<file path="src/dlc_pkg.sv">
// dlc_pkg: constants and mode enumeration for the dual limit comparator
// assumes: included before the comparator and its edge detector
package dlc_pkg;

    // width of a signed reading and of each limit
    localparam int READING_WIDTH = 24;

    // measurement modes in the order the mode key steps through them
    typedef enum logic [1:0] {
        DLC_DIRECT_READOUT,
        DLC_DUAL_LIMITS,
        DLC_OFFSET_READOUT,
        DLC_TEMPERATURE
    } dlc_mode_e;

    // mode after reset
    localparam dlc_mode_e MODE_RESET = DLC_DIRECT_READOUT;

    // negated level of an active-low limit output
    localparam logic OUT_NEGATED = 1'b1;

    // outcome bits sit as {high, pass, low}; each bit is an active-low pin
    localparam int LOW_BIT  = 0;
    localparam int PASS_BIT = 1;
    localparam int HIGH_BIT = 2;

    // outcome codes; exactly one bit is low while a reading is classed
    localparam logic [2:0] CODE_IDLE  = {3{OUT_NEGATED}};
    localparam logic [2:0] CODE_BELOW = 3'h6;
    localparam logic [2:0] CODE_ABOVE = 3'h3;
    localparam logic [2:0] CODE_PASS  = 3'h5;

    // idle level of the remote reset pin and of its synchroniser
    localparam logic PIN_IDLE = 1'b1;

endpackage

</file>
<file path="src/dlc_fall_detect.sv">
// dlc_fall_detect: two-stage synchroniser and falling-edge pulse
// assumes: asyncIn comes from a pin outside the clock domain
`timescale 1ns/1ns
module dlc_fall_detect (
    input  wire logic clk,
    input  wire logic srst,
    input  wire logic asyncIn,
    output logic      fallPulse
);
    logic meta_q;
    logic sync_q;
    logic prev_q;

    ////////////////////////////////////////////////////////////////////////
    // synchroniser then one delayed copy; idle level is high
    always_ff @(posedge clk) begin
        if (srst) begin
            meta_q <= dlc_pkg::PIN_IDLE;
            sync_q <= dlc_pkg::PIN_IDLE;
            prev_q <= dlc_pkg::PIN_IDLE;
        end else begin
            meta_q <= asyncIn;
            sync_q <= meta_q;
            prev_q <= sync_q;
        end
    end

    // one pulse per high-to-low transition
    assign fallPulse = prev_q & ~sync_q;
endmodule

</file>
<file path="src/dlc_comparator.sv">
// dlc_comparator: signed window comparison, limit outputs, mode step,
// remote reset key event
// assumes: reading and limits are on clk; remoteResetN is an async pin
`timescale 1ns/1ns
module dlc_comparator #(
    parameter int W = dlc_pkg::READING_WIDTH
) (
    input  wire logic                clk,
    input  wire logic                srst,
    input  wire logic signed [W-1:0] reading,
    input  wire logic                readingValid,
    input  wire logic signed [W-1:0] upperLimit,
    input  wire logic signed [W-1:0] lowerLimit,
    input  wire logic                modeKeyPress,
    input  wire logic                resetKeyPress,
    input  wire logic                remoteResetN,
    output logic [1:0]               modeSel,
    output logic                     resetKeyEvent,
    output logic                     limitLowN,
    output logic                     limitPassN,
    output logic                     limitHighN
);
    dlc_pkg::dlc_mode_e mode_q;
    dlc_pkg::dlc_mode_e mode_d;
    logic [2:0]         class_q;
    logic [2:0]         class_d;
    logic               remoteFall;
    logic               isBelow;
    logic               isAbove;
    logic               inDual;

    ////////////////////////////////////////////////////////////////////////
    // remote reset pin to one-cycle event
    dlc_fall_detect u_fall (
        .clk       (clk),
        .srst      (srst),
        .asyncIn   (remoteResetN),
        .fallPulse (remoteFall)
    );

    // remote event merges with the key, same action
    assign resetKeyEvent = resetKeyPress | remoteFall;

    ////////////////////////////////////////////////////////////////////////
    // mode key steps through the four modes in order
    always_comb begin
        case (mode_q)
            dlc_pkg::DLC_DIRECT_READOUT: mode_d = dlc_pkg::DLC_DUAL_LIMITS;
            dlc_pkg::DLC_DUAL_LIMITS:    mode_d = dlc_pkg::DLC_OFFSET_READOUT;
            dlc_pkg::DLC_OFFSET_READOUT: mode_d = dlc_pkg::DLC_TEMPERATURE;
            dlc_pkg::DLC_TEMPERATURE:    mode_d = dlc_pkg::DLC_DIRECT_READOUT;
            default:                     mode_d = dlc_pkg::MODE_RESET;
        endcase
    end

    // mode register; only a key press moves it
    always_ff @(posedge clk) begin
        if (srst) begin
            mode_q <= dlc_pkg::MODE_RESET;
        end else if (modeKeyPress) begin
            mode_q <= mode_d;
        end
    end

    // current mode out, and the one mode that drives the limit pins
    assign modeSel = mode_q;
    assign inDual  = (mode_q == dlc_pkg::DLC_DUAL_LIMITS);

    ////////////////////////////////////////////////////////////////////////
    // signed classification of the reading
    // all three operands are signed ports, so the compare stays signed
    assign isBelow = (reading < lowerLimit);
    assign isAbove = (reading > upperLimit);

    // outcome code for one reading: below first, then above, else pass;
    // below wins when the limits are set crossed
    function automatic logic [2:0] classCode(
        input logic below,
        input logic above
    );
        logic [2:0] code;
        if (below) begin
            code = dlc_pkg::CODE_BELOW; // only low asserted
        end else if (above) begin
            code = dlc_pkg::CODE_ABOVE; // only high asserted
        end else begin
            code = dlc_pkg::CODE_PASS; // only pass asserted
        end
        return code;
    endfunction

    // bits are {high, pass, low}, active low; below takes priority
    // a cycle with no reading keeps the previous answer standing
    always_comb begin
        if (!inDual) begin
            class_d = dlc_pkg::CODE_IDLE;
        end else if (!readingValid) begin
            class_d = class_q; // hold last classification
        end else begin
            class_d = classCode(isBelow, isAbove);
        end
    end

    // outcome register; the pins come straight from its bits
    always_ff @(posedge clk) begin
        if (srst) begin
            class_q <= dlc_pkg::CODE_IDLE;
        end else begin
            class_q <= class_d;
        end
    end

    // one active-low pin per outcome bit
    assign limitLowN  = class_q[dlc_pkg::LOW_BIT];
    assign limitPassN = class_q[dlc_pkg::PASS_BIT];
    assign limitHighN = class_q[dlc_pkg::HIGH_BIT];

    ////////////////////////////////////////////////////////////////////////
    // checks; a reading taken on an edge shows on the pins one edge later,
    // and a mode key press on that same edge does not change that answer
    chk_below_only_low: assert property (@(posedge clk) disable iff (srst)
        inDual && readingValid && isBelow
        |=> !limitLowN && limitPassN && limitHighN)
        else $error("below limit did not assert only low");

    chk_idle_all_high: assert property (@(posedge clk) disable iff (srst)
        !inDual |=> (limitLowN && limitPassN && limitHighN))
        else $error("outputs not high outside dual mode");

    chk_one_hot_low: assert property (@(posedge clk) disable iff (srst)
        inDual && $past(inDual) && $past(readingValid)
        |-> $countones({limitLowN, limitPassN, limitHighN}) == 2)
        else $error("not exactly one output asserted");

    chk_above_high: assert property (@(posedge clk) disable iff (srst)
        inDual && readingValid && !isBelow && isAbove && !modeKeyPress
        |=> !limitHighN && limitLowN)
        else $error("above limit not reported high");

    chk_pass_inside: assert property (@(posedge clk) disable iff (srst)
        inDual && readingValid && !isBelow && !isAbove && !modeKeyPress
        |=> !limitPassN)
        else $error("inside window not reported pass");

    chk_signed_cmp: assert property (@(posedge clk) disable iff (srst)
        inDual && readingValid && !modeKeyPress && reading[W-1]
        && !lowerLimit[W-1] |=> !limitLowN)
        else $error("negative reading not below positive lower limit");

    chk_hold_invalid: assert property (@(posedge clk) disable iff (srst)
        inDual && !readingValid && !modeKeyPress
        |=> $stable({limitLowN, limitPassN, limitHighN}))
        else $error("outputs changed with no new reading");

    chk_mode_step: assert property (@(posedge clk) disable iff (srst)
        modeKeyPress && mode_q == dlc_pkg::DLC_TEMPERATURE
        |=> mode_q == dlc_pkg::DLC_DIRECT_READOUT)
        else $error("mode did not wrap to direct readout");

    chk_remote_event: assert property (@(posedge clk) disable iff (srst)
        $fell(remoteResetN) |-> ##2 resetKeyEvent)
        else $error("remote reset low produced no key event");

    chk_single_pulse: assert property (@(posedge clk) disable iff (srst)
        remoteFall |=> !remoteFall)
        else $error("remote reset event longer than one cycle");

    ////////////////////////////////////////////////////////////////////////
    // checks of reset state, key path, held pin, mode steps and
    // signed limits below zero

    chk_reset_state: assert property (@(posedge clk) disable iff (srst)
        $past(srst) |-> limitLowN && limitPassN && limitHighN
        && modeSel == dlc_pkg::MODE_RESET)
        else $error("outputs or mode wrong after reset");

    chk_key_passes: assert property (@(posedge clk) disable iff (srst)
        resetKeyPress |-> resetKeyEvent)
        else $error("front key press produced no key event");

    chk_held_quiet: assert property (@(posedge clk) disable iff (srst)
        (!srst && !remoteResetN) [*4] |-> !remoteFall)
        else $error("held remote reset repeated the event");

    chk_mode_first: assert property (@(posedge clk) disable iff (srst)
        modeKeyPress && mode_q == dlc_pkg::DLC_DIRECT_READOUT
        |=> mode_q == dlc_pkg::DLC_DUAL_LIMITS)
        else $error("mode did not step from direct to dual limits");

    chk_mode_hold: assert property (@(posedge clk) disable iff (srst)
        !modeKeyPress |=> $stable(mode_q))
        else $error("mode changed with no key press");

    chk_leave_high: assert property (@(posedge clk) disable iff (srst)
        inDual && modeKeyPress
        |=> ##1 limitLowN && limitPassN && limitHighN)
        else $error("outputs not released after leaving dual mode");

    chk_low_clear: assert property (@(posedge clk) disable iff (srst)
        inDual && readingValid && !isBelow |=> limitLowN)
        else $error("low output asserted for a reading not below");

    chk_high_clear: assert property (@(posedge clk) disable iff (srst)
        inDual && readingValid && (isBelow || !isAbove)
        |=> limitHighN)
        else $error("high output asserted for a reading not above");

    chk_pass_clear: assert property (@(posedge clk) disable iff (srst)
        inDual && readingValid && (isBelow || isAbove)
        |=> limitPassN)
        else $error("pass output asserted outside the window");

    chk_signed_above: assert property (@(posedge clk) disable iff (srst)
        inDual && readingValid && !reading[W-1] && upperLimit[W-1]
        && lowerLimit[W-1] |=> !limitHighN)
        else $error("positive reading not above negative upper limit");
endmodule

</file>
<file path="config.mk">
export PLATFORM = sky130hd
export DESIGN_NAME = dlc_comparator
export DESIGN_NICKNAME = d
export VERILOG_FILES = /design/src/dlc_pkg.sv /design/src/dlc_fall_detect.sv /design/src/dlc_comparator.sv
export SDC_FILE = /design/constraint.sdc
export NUM_CORES = 1
export LEC_CHECK = 0
export BUFFER_PORTS_ARGS = -buffer_cell sky130_fd_sc_hd__buf_2
export CAP_MARGIN = 10
export CORE_UTILIZATION = 35
export CTS_CLUSTER_DIAMETER = 30
export DETAILED_ROUTE_END_ITERATION = 6
export PLACE_DENSITY = 0.67
export SLEW_MARGIN = 20
export SYNTH_ARGS = -nofsm -noshare
export SYNTH_HDL_FRONTEND = slang
export SYNTH_SLANG_ARGS = --single-unit
</file>
<file path="constraint.sdc">
create_clock -name clk -period 2.55 [get_ports clk]
set_clock_uncertainty 0.15 [all_clocks]
set_input_delay 0.51 -clock clk [delete_from_list [all_inputs] [get_ports clk]]
set_output_delay 0.51 -clock clk [all_outputs]
set_load 0.005 [all_outputs]
</file>
==> results of run 1 <==
[registers in the layout, indices dropped and copies added (netlist names)]
register       flops
u_fall.meta_q      1
u_fall.sync_q      1
class_q            3
u_fall.prev_q      1
modeSel            2
[synthesized netlist by cell type, drive strengths merged, types with 2 or more instances]
library cell and n:
a211oi 7, a21o 3, a21oi 16, and3 3
dfxtp 8, ha 50, inv 51, mux2i 2
nand2 10, nand3 4, nand4 6, nor2 12
nor2b 2, nor3 2, o211a 2, o211ai 3
o21ai 5, or2 3
[per-layer routing]
| layer | track usage [%] | vias to the layer above |
|---|---|---|
| li1 | - | 864 |
| met1 | 16.7 | 653 |
| met2 | 28.8 | 50 |
| met3 | 3.33 | 0 |
| met4 | 0.781 | 0 |
| met5 | 0 | - |
[critical path: stages]
cell	delay, ps
buf_2	120
ha_1	320
nand4_1	140
nor3_1	300
a221oi_1	140
o211a_1	150
a21oi_1	280
nand3_1	110
o32a_1	180
[cell families (layout without fill, tap and decap cells)]
kind of cell    after synthesis  after routing
simple gates                 45             45
mux                           2              2
fa+ha+maj                    50             50
compound gates               43             43
flops                         8              8
buf+inv                      51            137
[final cells by class]
class / instances / share of cell area (%)
inverters: 51 / 9.31
multi-input cells: 140 / 57.6
flip-flops and latches: 8 / 7.79
clock buffers: 3 / 2.01
repair buffers: 83 / 20.2
well taps: 50 / 3.04
[worst max path at each step]
stage                                    to      startpoint  slack, ps
finish              class_q[2]$_SDFFE_PP1P_     reading[23]        250
global placement    class_q[2]$_SDFFE_PP1P_     reading[22]        100
global route        class_q[2]$_SDFFE_PP1P_  lowerLimit[23]        150
floorplan           class_q[2]$_SDFFE_PP1P_  upperLimit[22]        290
detailed placement  class_q[2]$_SDFFE_PP1P_     reading[23]         20
CTS                 class_q[2]$_SDFFE_PP1P_     reading[23]        260
[power breakdown]
| group | internal, mW | total, mW | switching, mW |
|---|---|---|---|
| logic | 0.130 | 0.259 | 0.129 |
| clock network | 0.102 | 0.149 | 0.0465 |
| registers | 0.132 | 0.136 | 0.00392 |
| total | 0.363 | 0.543 | 0.180 |
[through the flow]
| stage | util [%] | hold WS [ps] | power (mW) | instances | setup WS (ps) |
|---|---|---|---|---|---|
| final | 50.0 | 257 | 0.543 | 335 | 246 |
| after global routing | 50.0 | 274 | 0.603 | 335 | 150 |
| after CTS | 50.0 | 259 | 0.555 | 335 | 261 |
| after detailed placement | 49.0 | 248 | 0.400 | 332 | 24.2 |
| after global placement | 49.0 | 240 | 0.395 | 332 | 99.7 |
| after floorplan | - | 239 | 0.291 | 199 | 290 |
==> flow_summary.ini, run 1 <==
[status]
status = finished clean

[floorplanning]
die_w_um = 68.3
fp.coreArea_um2 = 4120
start_util_pct = 37.3
dieArea_um2 = 4660
rows = 23
die_h_um = 68.3
boundaryPins = 84

[placement]
placed_area_um2 = 2010
io_buffers = 83
hpwlAfterDp_um = 3190
place.gp.congestion = 0.732

[final_layout]
drive_gt1_share_pct = 33.0
final_common_cell = buf_2
num-fill-cells = 444
multi_input_area_um2 = 1180
mostFrequentLayoutCells = buf_2, inv_1, ha_1
final_cell_area_um2 = 2060
regArea_um2 = 160
n_antenna_cell = 0
area_growth_pct = 33.8
nets = 415

[synthesis]
synth_top_family_by_area = adder cells
synthArstFlopShare_pct = 0
synthSimpleGateAreaFrac_pct = 16.2
yosys_warnings = 0
syn-cell-area_um2 = 1540
synthFlopType = dfxtp_1
synth.largest_area_cell = ha_1
yosys-mux-area-fraction_pct = 1.30
synthXorXnorAreaFrac_pct = 0
synthAdderAreaFrac_pct = 40.7
post_synth.cell_area_avg_um2 = 7.72
yosysUniqueCellTypes = 30
synth_edf_count = 0
yosysSeqAreaShare_pct = 10.4
netlist_instances = 199
syn_nets = 327
synth_top_cell_area_share_pct = 40.7
synth_compound_area_share_pct = 18.9
ys_top_cells_by_area = ha_1, inv_1, dfxtp_1, a21oi_1, a211oi_1
ys_seq_elements = 8

[cts]
clock-sinks = 8
path_clk_slew_ps = 40
cts_resized = 0
cts_made_buffers = 3
cts_setup_buffers = 0
clock_latency_ps = 220
hold_buffers = 0
clockRootBuffer = clkbuf_8
clockBufferDepth = 2
cts_tree = done
htree_levels = 1

[drt]
wl_met1_um = 1530
drt_iter0_drc = 31
wl_met2_um = 1610
dr.pass1.iters = 3
viasPerCell = 4.68
wire_per_inst_um = 10.1
highest_layer = met3
totalWireLength_um = 3390
met3WireLength_um = 246
postRouteAntennaNets = 0
drc = 0
dr_total_vias = 1567

[job]
maxCapViolCount = 0

[hold_path]
min_to = u_fall.sync_q$_SDFF_PP1_
whs_path_depth = 1
hold_path.class = reg -> reg
min-delay-start = u_fall.meta_q$_SDFF_PP1_

[global_route]
grt_pass1_vias = 1429
grt_overflow = 0
grt_use_total_pct = 14.8
antenna_found_initial = 0
grt_pass1_wl_um = 5420
grt_max_degree = 8

[critical_path]
cp.arrival_ps = 2260
reg2reg_depth = 5
rr_startpoint = modeSel[1]$_SDFFE_PP0P_
worstSetupPathType = in -> reg
critPathCaptureType = flip-flop
reg2reg_slack_ps = 1190
r2r-end = class_q[2]$_SDFFE_PP1P_
cp_max_fo = 4
start_kind = input port
cp.required_ps = 2510

[power]
irDropWorstVdd_mv = 0.293
power_density_nw_per_um2 = 264
power_leakage_nw = 1.28

[sta]
fin_crit_sh_pct = 90.4
grt_setup_unrepaired = no
hold_viol_final = 0
slew_headroom_pct = 77.8
min_period_ps = 2300
max_freq_ghz = 0.434
setup-violations-final = 0
worst_pin_slew_ps = 334
drv_slew = 0
setup_tns_ps = 0
Note: power is estimated with default switching activity, not from simulation.
==> inputs of run 2 (changes only) <==
GPL_ROUTABILITY_DRIVEN = 0   (was default)
SKIP_LAST_GASP = 1   (was default)
SYNTH_HIERARCHICAL = 1   (was default)
==> flow_summary.ini, run 2 <==
[global_route]
grt_use_total_pct = 15.0
antenna_found_initial = 0
grt_overflow = 0
grt_max_degree = 8
grt_pass1_wl_um = 6180
grt_pass1_vias = 1552

[drt]
highest_layer = met3
drc = 0
wire_per_inst_um = 9.59
totalWireLength_um = 3330
met3WireLength_um = 219
dr_total_vias = 1586
postRouteAntennaNets = 0
wl_met1_um = 1680
wl_met2_um = 1420
drt_iter0_drc = 25
viasPerCell = 4.57
dr.pass1.iters = 4

[hold_path]
hold_path.class = reg -> reg
min-delay-start = u_fall/meta_q$_SDFF_PP1_
whs_path_depth = 1
min_to = u_fall/sync_q$_SDFF_PP1_

[power]
combPwrFrac_pct = 48.7
p_seq_share_pct = 24.5
power_mw = 0.555
power_density_nw_per_um2 = 265
power.switching_mw = 0.183
clockPowerShare_pct = 26.8
p_int_mw = 0.372
power_leakage_nw = 1.26
swShare_pct = 33.0
irDropWorstVdd_mv = 0.284

[sta]
worst_pin_slew_ps = 329
max_freq_ghz = 0.455
grt_setup_unrepaired = no
hold_viol_final = 0
setup-violations-final = 0
slew_headroom_pct = 77.9
setup_tns_ps = 0
min_period_ps = 2200
drv_slew = 0
fin_crit_sh_pct = 86.1

[critical_path]
critPathCaptureType = flip-flop
start_kind = input port
cp_max_fo = 3
crit_path_start = reading[22]
r2r-end = class_q[1]$_SDFFE_PP1P_
reg2reg_depth = 5
rr_startpoint = modeSel[1]$_SDFFE_PP0P_
cp.arrival_ps = 2160
cp.required_ps = 2510
worstSetupPathType = in -> reg
reg2reg_slack_ps = 1220

[final_layout]
max_flop_register = class_q
drive_gt1_share_pct = 31.9
mostFrequentLayoutCells = buf_2, inv_1, ha_1
nets = 425
final_common_cell = buf_2
area_growth_pct = 33.2
largest_register_ff_count = 3
n_antenna_cell = 0

[floorplanning]
boundaryPins = 84
die_w_um = 69.0
die_h_um = 69.0
rows = 24
dieArea_um2 = 4770
start_util_pct = 36.4
fp.coreArea_um2 = 4320

[synthesis]
yosysSeqAreaShare_pct = 10.2
synthArstFlopShare_pct = 0
synthAdderAreaFrac_pct = 39.8
yosys-top-cells-count = inv_1, ha_1, nand2_1
synthXorXnorAreaFrac_pct = 0
syn-cell-area_um2 = 1570
ys_top_cells_by_area = ha_1, inv_1, dfxtp_1, a21oi_1, nand2_1
yosysUniqueCellTypes = 36
synth_top_family_by_area = adder cells
yosys_warnings = 6
yosys-mux-area-fraction_pct = 1.27
synthFlopType = dfxtp_1
synthSimpleGateAreaFrac_pct = 19.3
netlist_instances = 209
post_synth.cell_area_avg_um2 = 7.53
synth_top_cell_area_share_pct = 39.8
synth_compound_area_share_pct = 17.3
synth_edf_count = 0
syn_nets = 337
ys_seq_elements = 8
synth.largest_area_cell = ha_1
synth_most_common_cell = inv_1

[cts]
cts_setup_buffers = 0
clockBufferDepth = 2
clock-sinks = 8
clock_latency_ps = 220
clockRootBuffer = clkbuf_8
cts_tree = done
cts_resized = 0
path_clk_slew_ps = 40
cts_made_buffers = 3
hold_buffers = 0
htree_levels = 1

[job]
maxCapViolCount = 0

[placement]
io_buffers = 83
hpwlAfterDp_um = 3100

[status]
status = finished clean
[run 2: cell types whose count changed after synthesis, moves of 3 or more]
cell,before,now
a211oi_1,7,1
or2_1,0,3
nand2_1,10,18
nor3_1,2,5
nand4_1,4,9
nor2_1,12,8
o211ai_1,3,0
[run 2: worst max-delay path, cell delays in order]
cell,delay (ps)
buf_2,110
ha_1,320
and4_4,210
a21oi_2,110
o21ai_1,80
a221o_1,280
a21oi_2,130
mux2i_1,110
o31a_1,290
[run 2: how the worst max path moves through the flow]
| stage | end | cells past startpoint |
|---|---|---|
| floorplan | class_q[1]$_SDFFE_PP1P_ | 9 |
| CTS | class_q[1]$_SDFFE_PP1P_ | 10 |
| global placement | class_q[1]$_SDFFE_PP1P_ | 9 |
| detailed placement | class_q[1]$_SDFFE_PP1P_ | 9 |
| finish | class_q[1]$_SDFFE_PP1P_ | 9 |
| global route | class_q[1]$_SDFFE_PP1P_ | 9 |
[run 2: power by group through the flow]
stage	registers (mW)	logic [mW]	clock network, mW
after floorplan	0.138	0.165	0
after CTS	0.136	0.274	0.155
after detailed placement	0.138	0.273	0
after global placement	0.138	0.268	0
after global routing	0.137	0.318	0.164
final	0.136	0.270	0.149
[run 2: layout make-up]
type	count	area (µm²)
sequential	8	160
tap	52	65.1
clock buffer	3	41.3
timing repair buffer	83	415
inverter	51	191
fill	434	2230
multi-input combinational	150	1220
[run 2: routing by layer]
metal,global-route usage (%),vias to the layer above
met5,0,-
met2,25.0,57
met1,20.4,635
li1,-,894
met4,1.36,0
met3,3.51,0
[run 2: logic make-up after synthesis]
kind of cell / count (synthesis)
buffers and inverters: 51
AND/OR/NAND/NOR: 57
AO/OA/AOI/OAI: 41
flip-flops: 8
adder cells (fa/ha/maj): 50
multiplexers: 2
[run 2: per-stage QoR]
| step | cells | area, µm² | setup WS [ps] | hold WS [ps] | util, % |
|---|---|---|---|---|---|
| final | 347 | 2090 | 354 | 251 | 48.4 |
| after global routing | 347 | 2090 | 192 | 272 | 48.4 |
| after CTS | 347 | 2090 | 345 | 255 | 48.4 |
| after detailed placement | 344 | 2050 | 105 | 246 | 47.5 |
| after global placement | 344 | 2050 | 63.1 | 238 | 47.5 |
| after floorplan | 209 | 1570 | 342 | 235 | - |
==> inputs of run 3 (changes only) <==
PLACE_DENSITY = default   (was 0.67)
PLACE_DENSITY_LB_ADDON = 0.15   (was default)
==> flow_summary.ini, run 3 (same netlist as run 2, synthesis figures left out) <==
[cts]
clock_latency_ps = 230
htree_levels = 1
cts_setup_buffers = 0
clockBufferDepth = 2
clockRootBuffer = clkbuf_8
path_clk_slew_ps = 40
clock-sinks = 8
cts_resized = 0
hold_buffers = 0
cts_made_buffers = 3
cts_tree = done

[status]
status = finished clean

[final_layout]
n_antenna_cell = 0
final_cell_area_um2 = 2090
nets = 425
mostFrequentLayoutCells = buf_2, inv_1, ha_1
final_common_cell = buf_2
area_growth_pct = 33.2
fin_util_pct = 48.4
drive_gt1_share_pct = 31.9
max_flop_register = class_q
largest_register_ff_count = 3

[sta]
max_freq_ghz = 0.450
setup_tns_ps = 0
drv_slew = 0
grt_setup_unrepaired = no
fin_crit_sh_pct = 87.2
hold_viol_final = 0
min_period_ps = 2220
worst_pin_slew_ps = 325
setup-violations-final = 0
timing.hold.ws_ps = 258
slew_headroom_pct = 78.3
setup_ws_ps = 327

[floorplanning]
dieArea_um2 = 4770
rows = 24
start_util_pct = 36.4
die_w_um = 69.0
die_h_um = 69.0
fp.coreArea_um2 = 4320
boundaryPins = 84

[critical_path]
crit_family = compound AO/OA/AOI/OAI gates
cp_max_fo = 3
worstSetupPathType = in -> reg
critPathBufInv = 1
start_kind = input port
crit_top_cell = a21oi_2
cp_slowest_stage_delay_ps = 320
path_cells = buf_2 -> ha_1 -> and4_4 -> a21oi_2 -> o21ai_1 -> a221o_1 -> a21oi_2 -> mux2i_1 -> o31a_1
cp.arrival_ps = 2190
slowest_stage = ha_1
critPathCaptureType = flip-flop
cp.required_ps = 2510

[hold_path]
hold_path.class = reg -> reg

[drt]
dr.pass1.iters = 4
postRouteAntennaNets = 0
viasPerCell = 4.58
drt_iter0_drc = 27
wire_per_inst_um = 9.53
dr_total_vias = 1590
totalWireLength_um = 3310
drc = 0

[global_route]
grt_pass1_vias = 1462
grt_max_degree = 8
grt_use_total_pct = 14.2
grt_overflow = 0
antenna_found_initial = 0
grt_pass1_wl_um = 5870

[placement]
placed_area_um2 = 2050
io_buffers = 83
detailedPlace.worstSlack_ps = 88.5
hpwlAfterDp_um = 3070

[power]
power_leakage_nw = 1.26
irDropWorstVdd_mv = 0.243
power_density_nw_per_um2 = 265

[job]
maxCapViolCount = 0
[run 3: layout make-up]
cell class	instances	area, µm²
clock buffer	3	41.3
fill	466	2230
inverter	51	191
multi-input combinational	150	1220
sequential	8	160
tap	52	65.1
timing repair buffer	83	415
[run 3: path summary, 6_finish.rpt]
kind                             from                       end  slack (ps)  depth (start not counted)
min reg2reg  u_fall/meta_q$_SDFF_PP1_  u_fall/sync_q$_SDFF_PP1_         260                          1
min          u_fall/meta_q$_SDFF_PP1_  u_fall/sync_q$_SDFF_PP1_         260                          1
max                       reading[22]   class_q[1]$_SDFFE_PP1P_         330                          9
max reg2reg   modeSel[1]$_SDFFE_PP0P_   class_q[1]$_SDFFE_PP1P_        1200                          5
[run 3: through the flow]
step | std cells | power (mW)
3_5_place_dp | 344 | 0.411
3_3_place_gp | 344 | 0.408
5_1_grt | 347 | 0.615
2_1_floorplan | 209 | 0.303
4_1_cts | 347 | 0.566
6_report | 347 | 0.556
[run 3: metal layers]
metal  vias up  share of wire (%)  track usage, %
met2        44                 43            23.6
met3         0                5.8            1.75
met4         0                  0            2.72
li1        894                  -               -
met5         -                  0               0
met1       652                 51            19.7
[run 3: report_power, final]
group	switching (mW)	total, mW	internal, mW
registers	0.00392	0.136	0.132
logic	0.133	0.271	0.139
clock network	0.0467	0.149	0.102
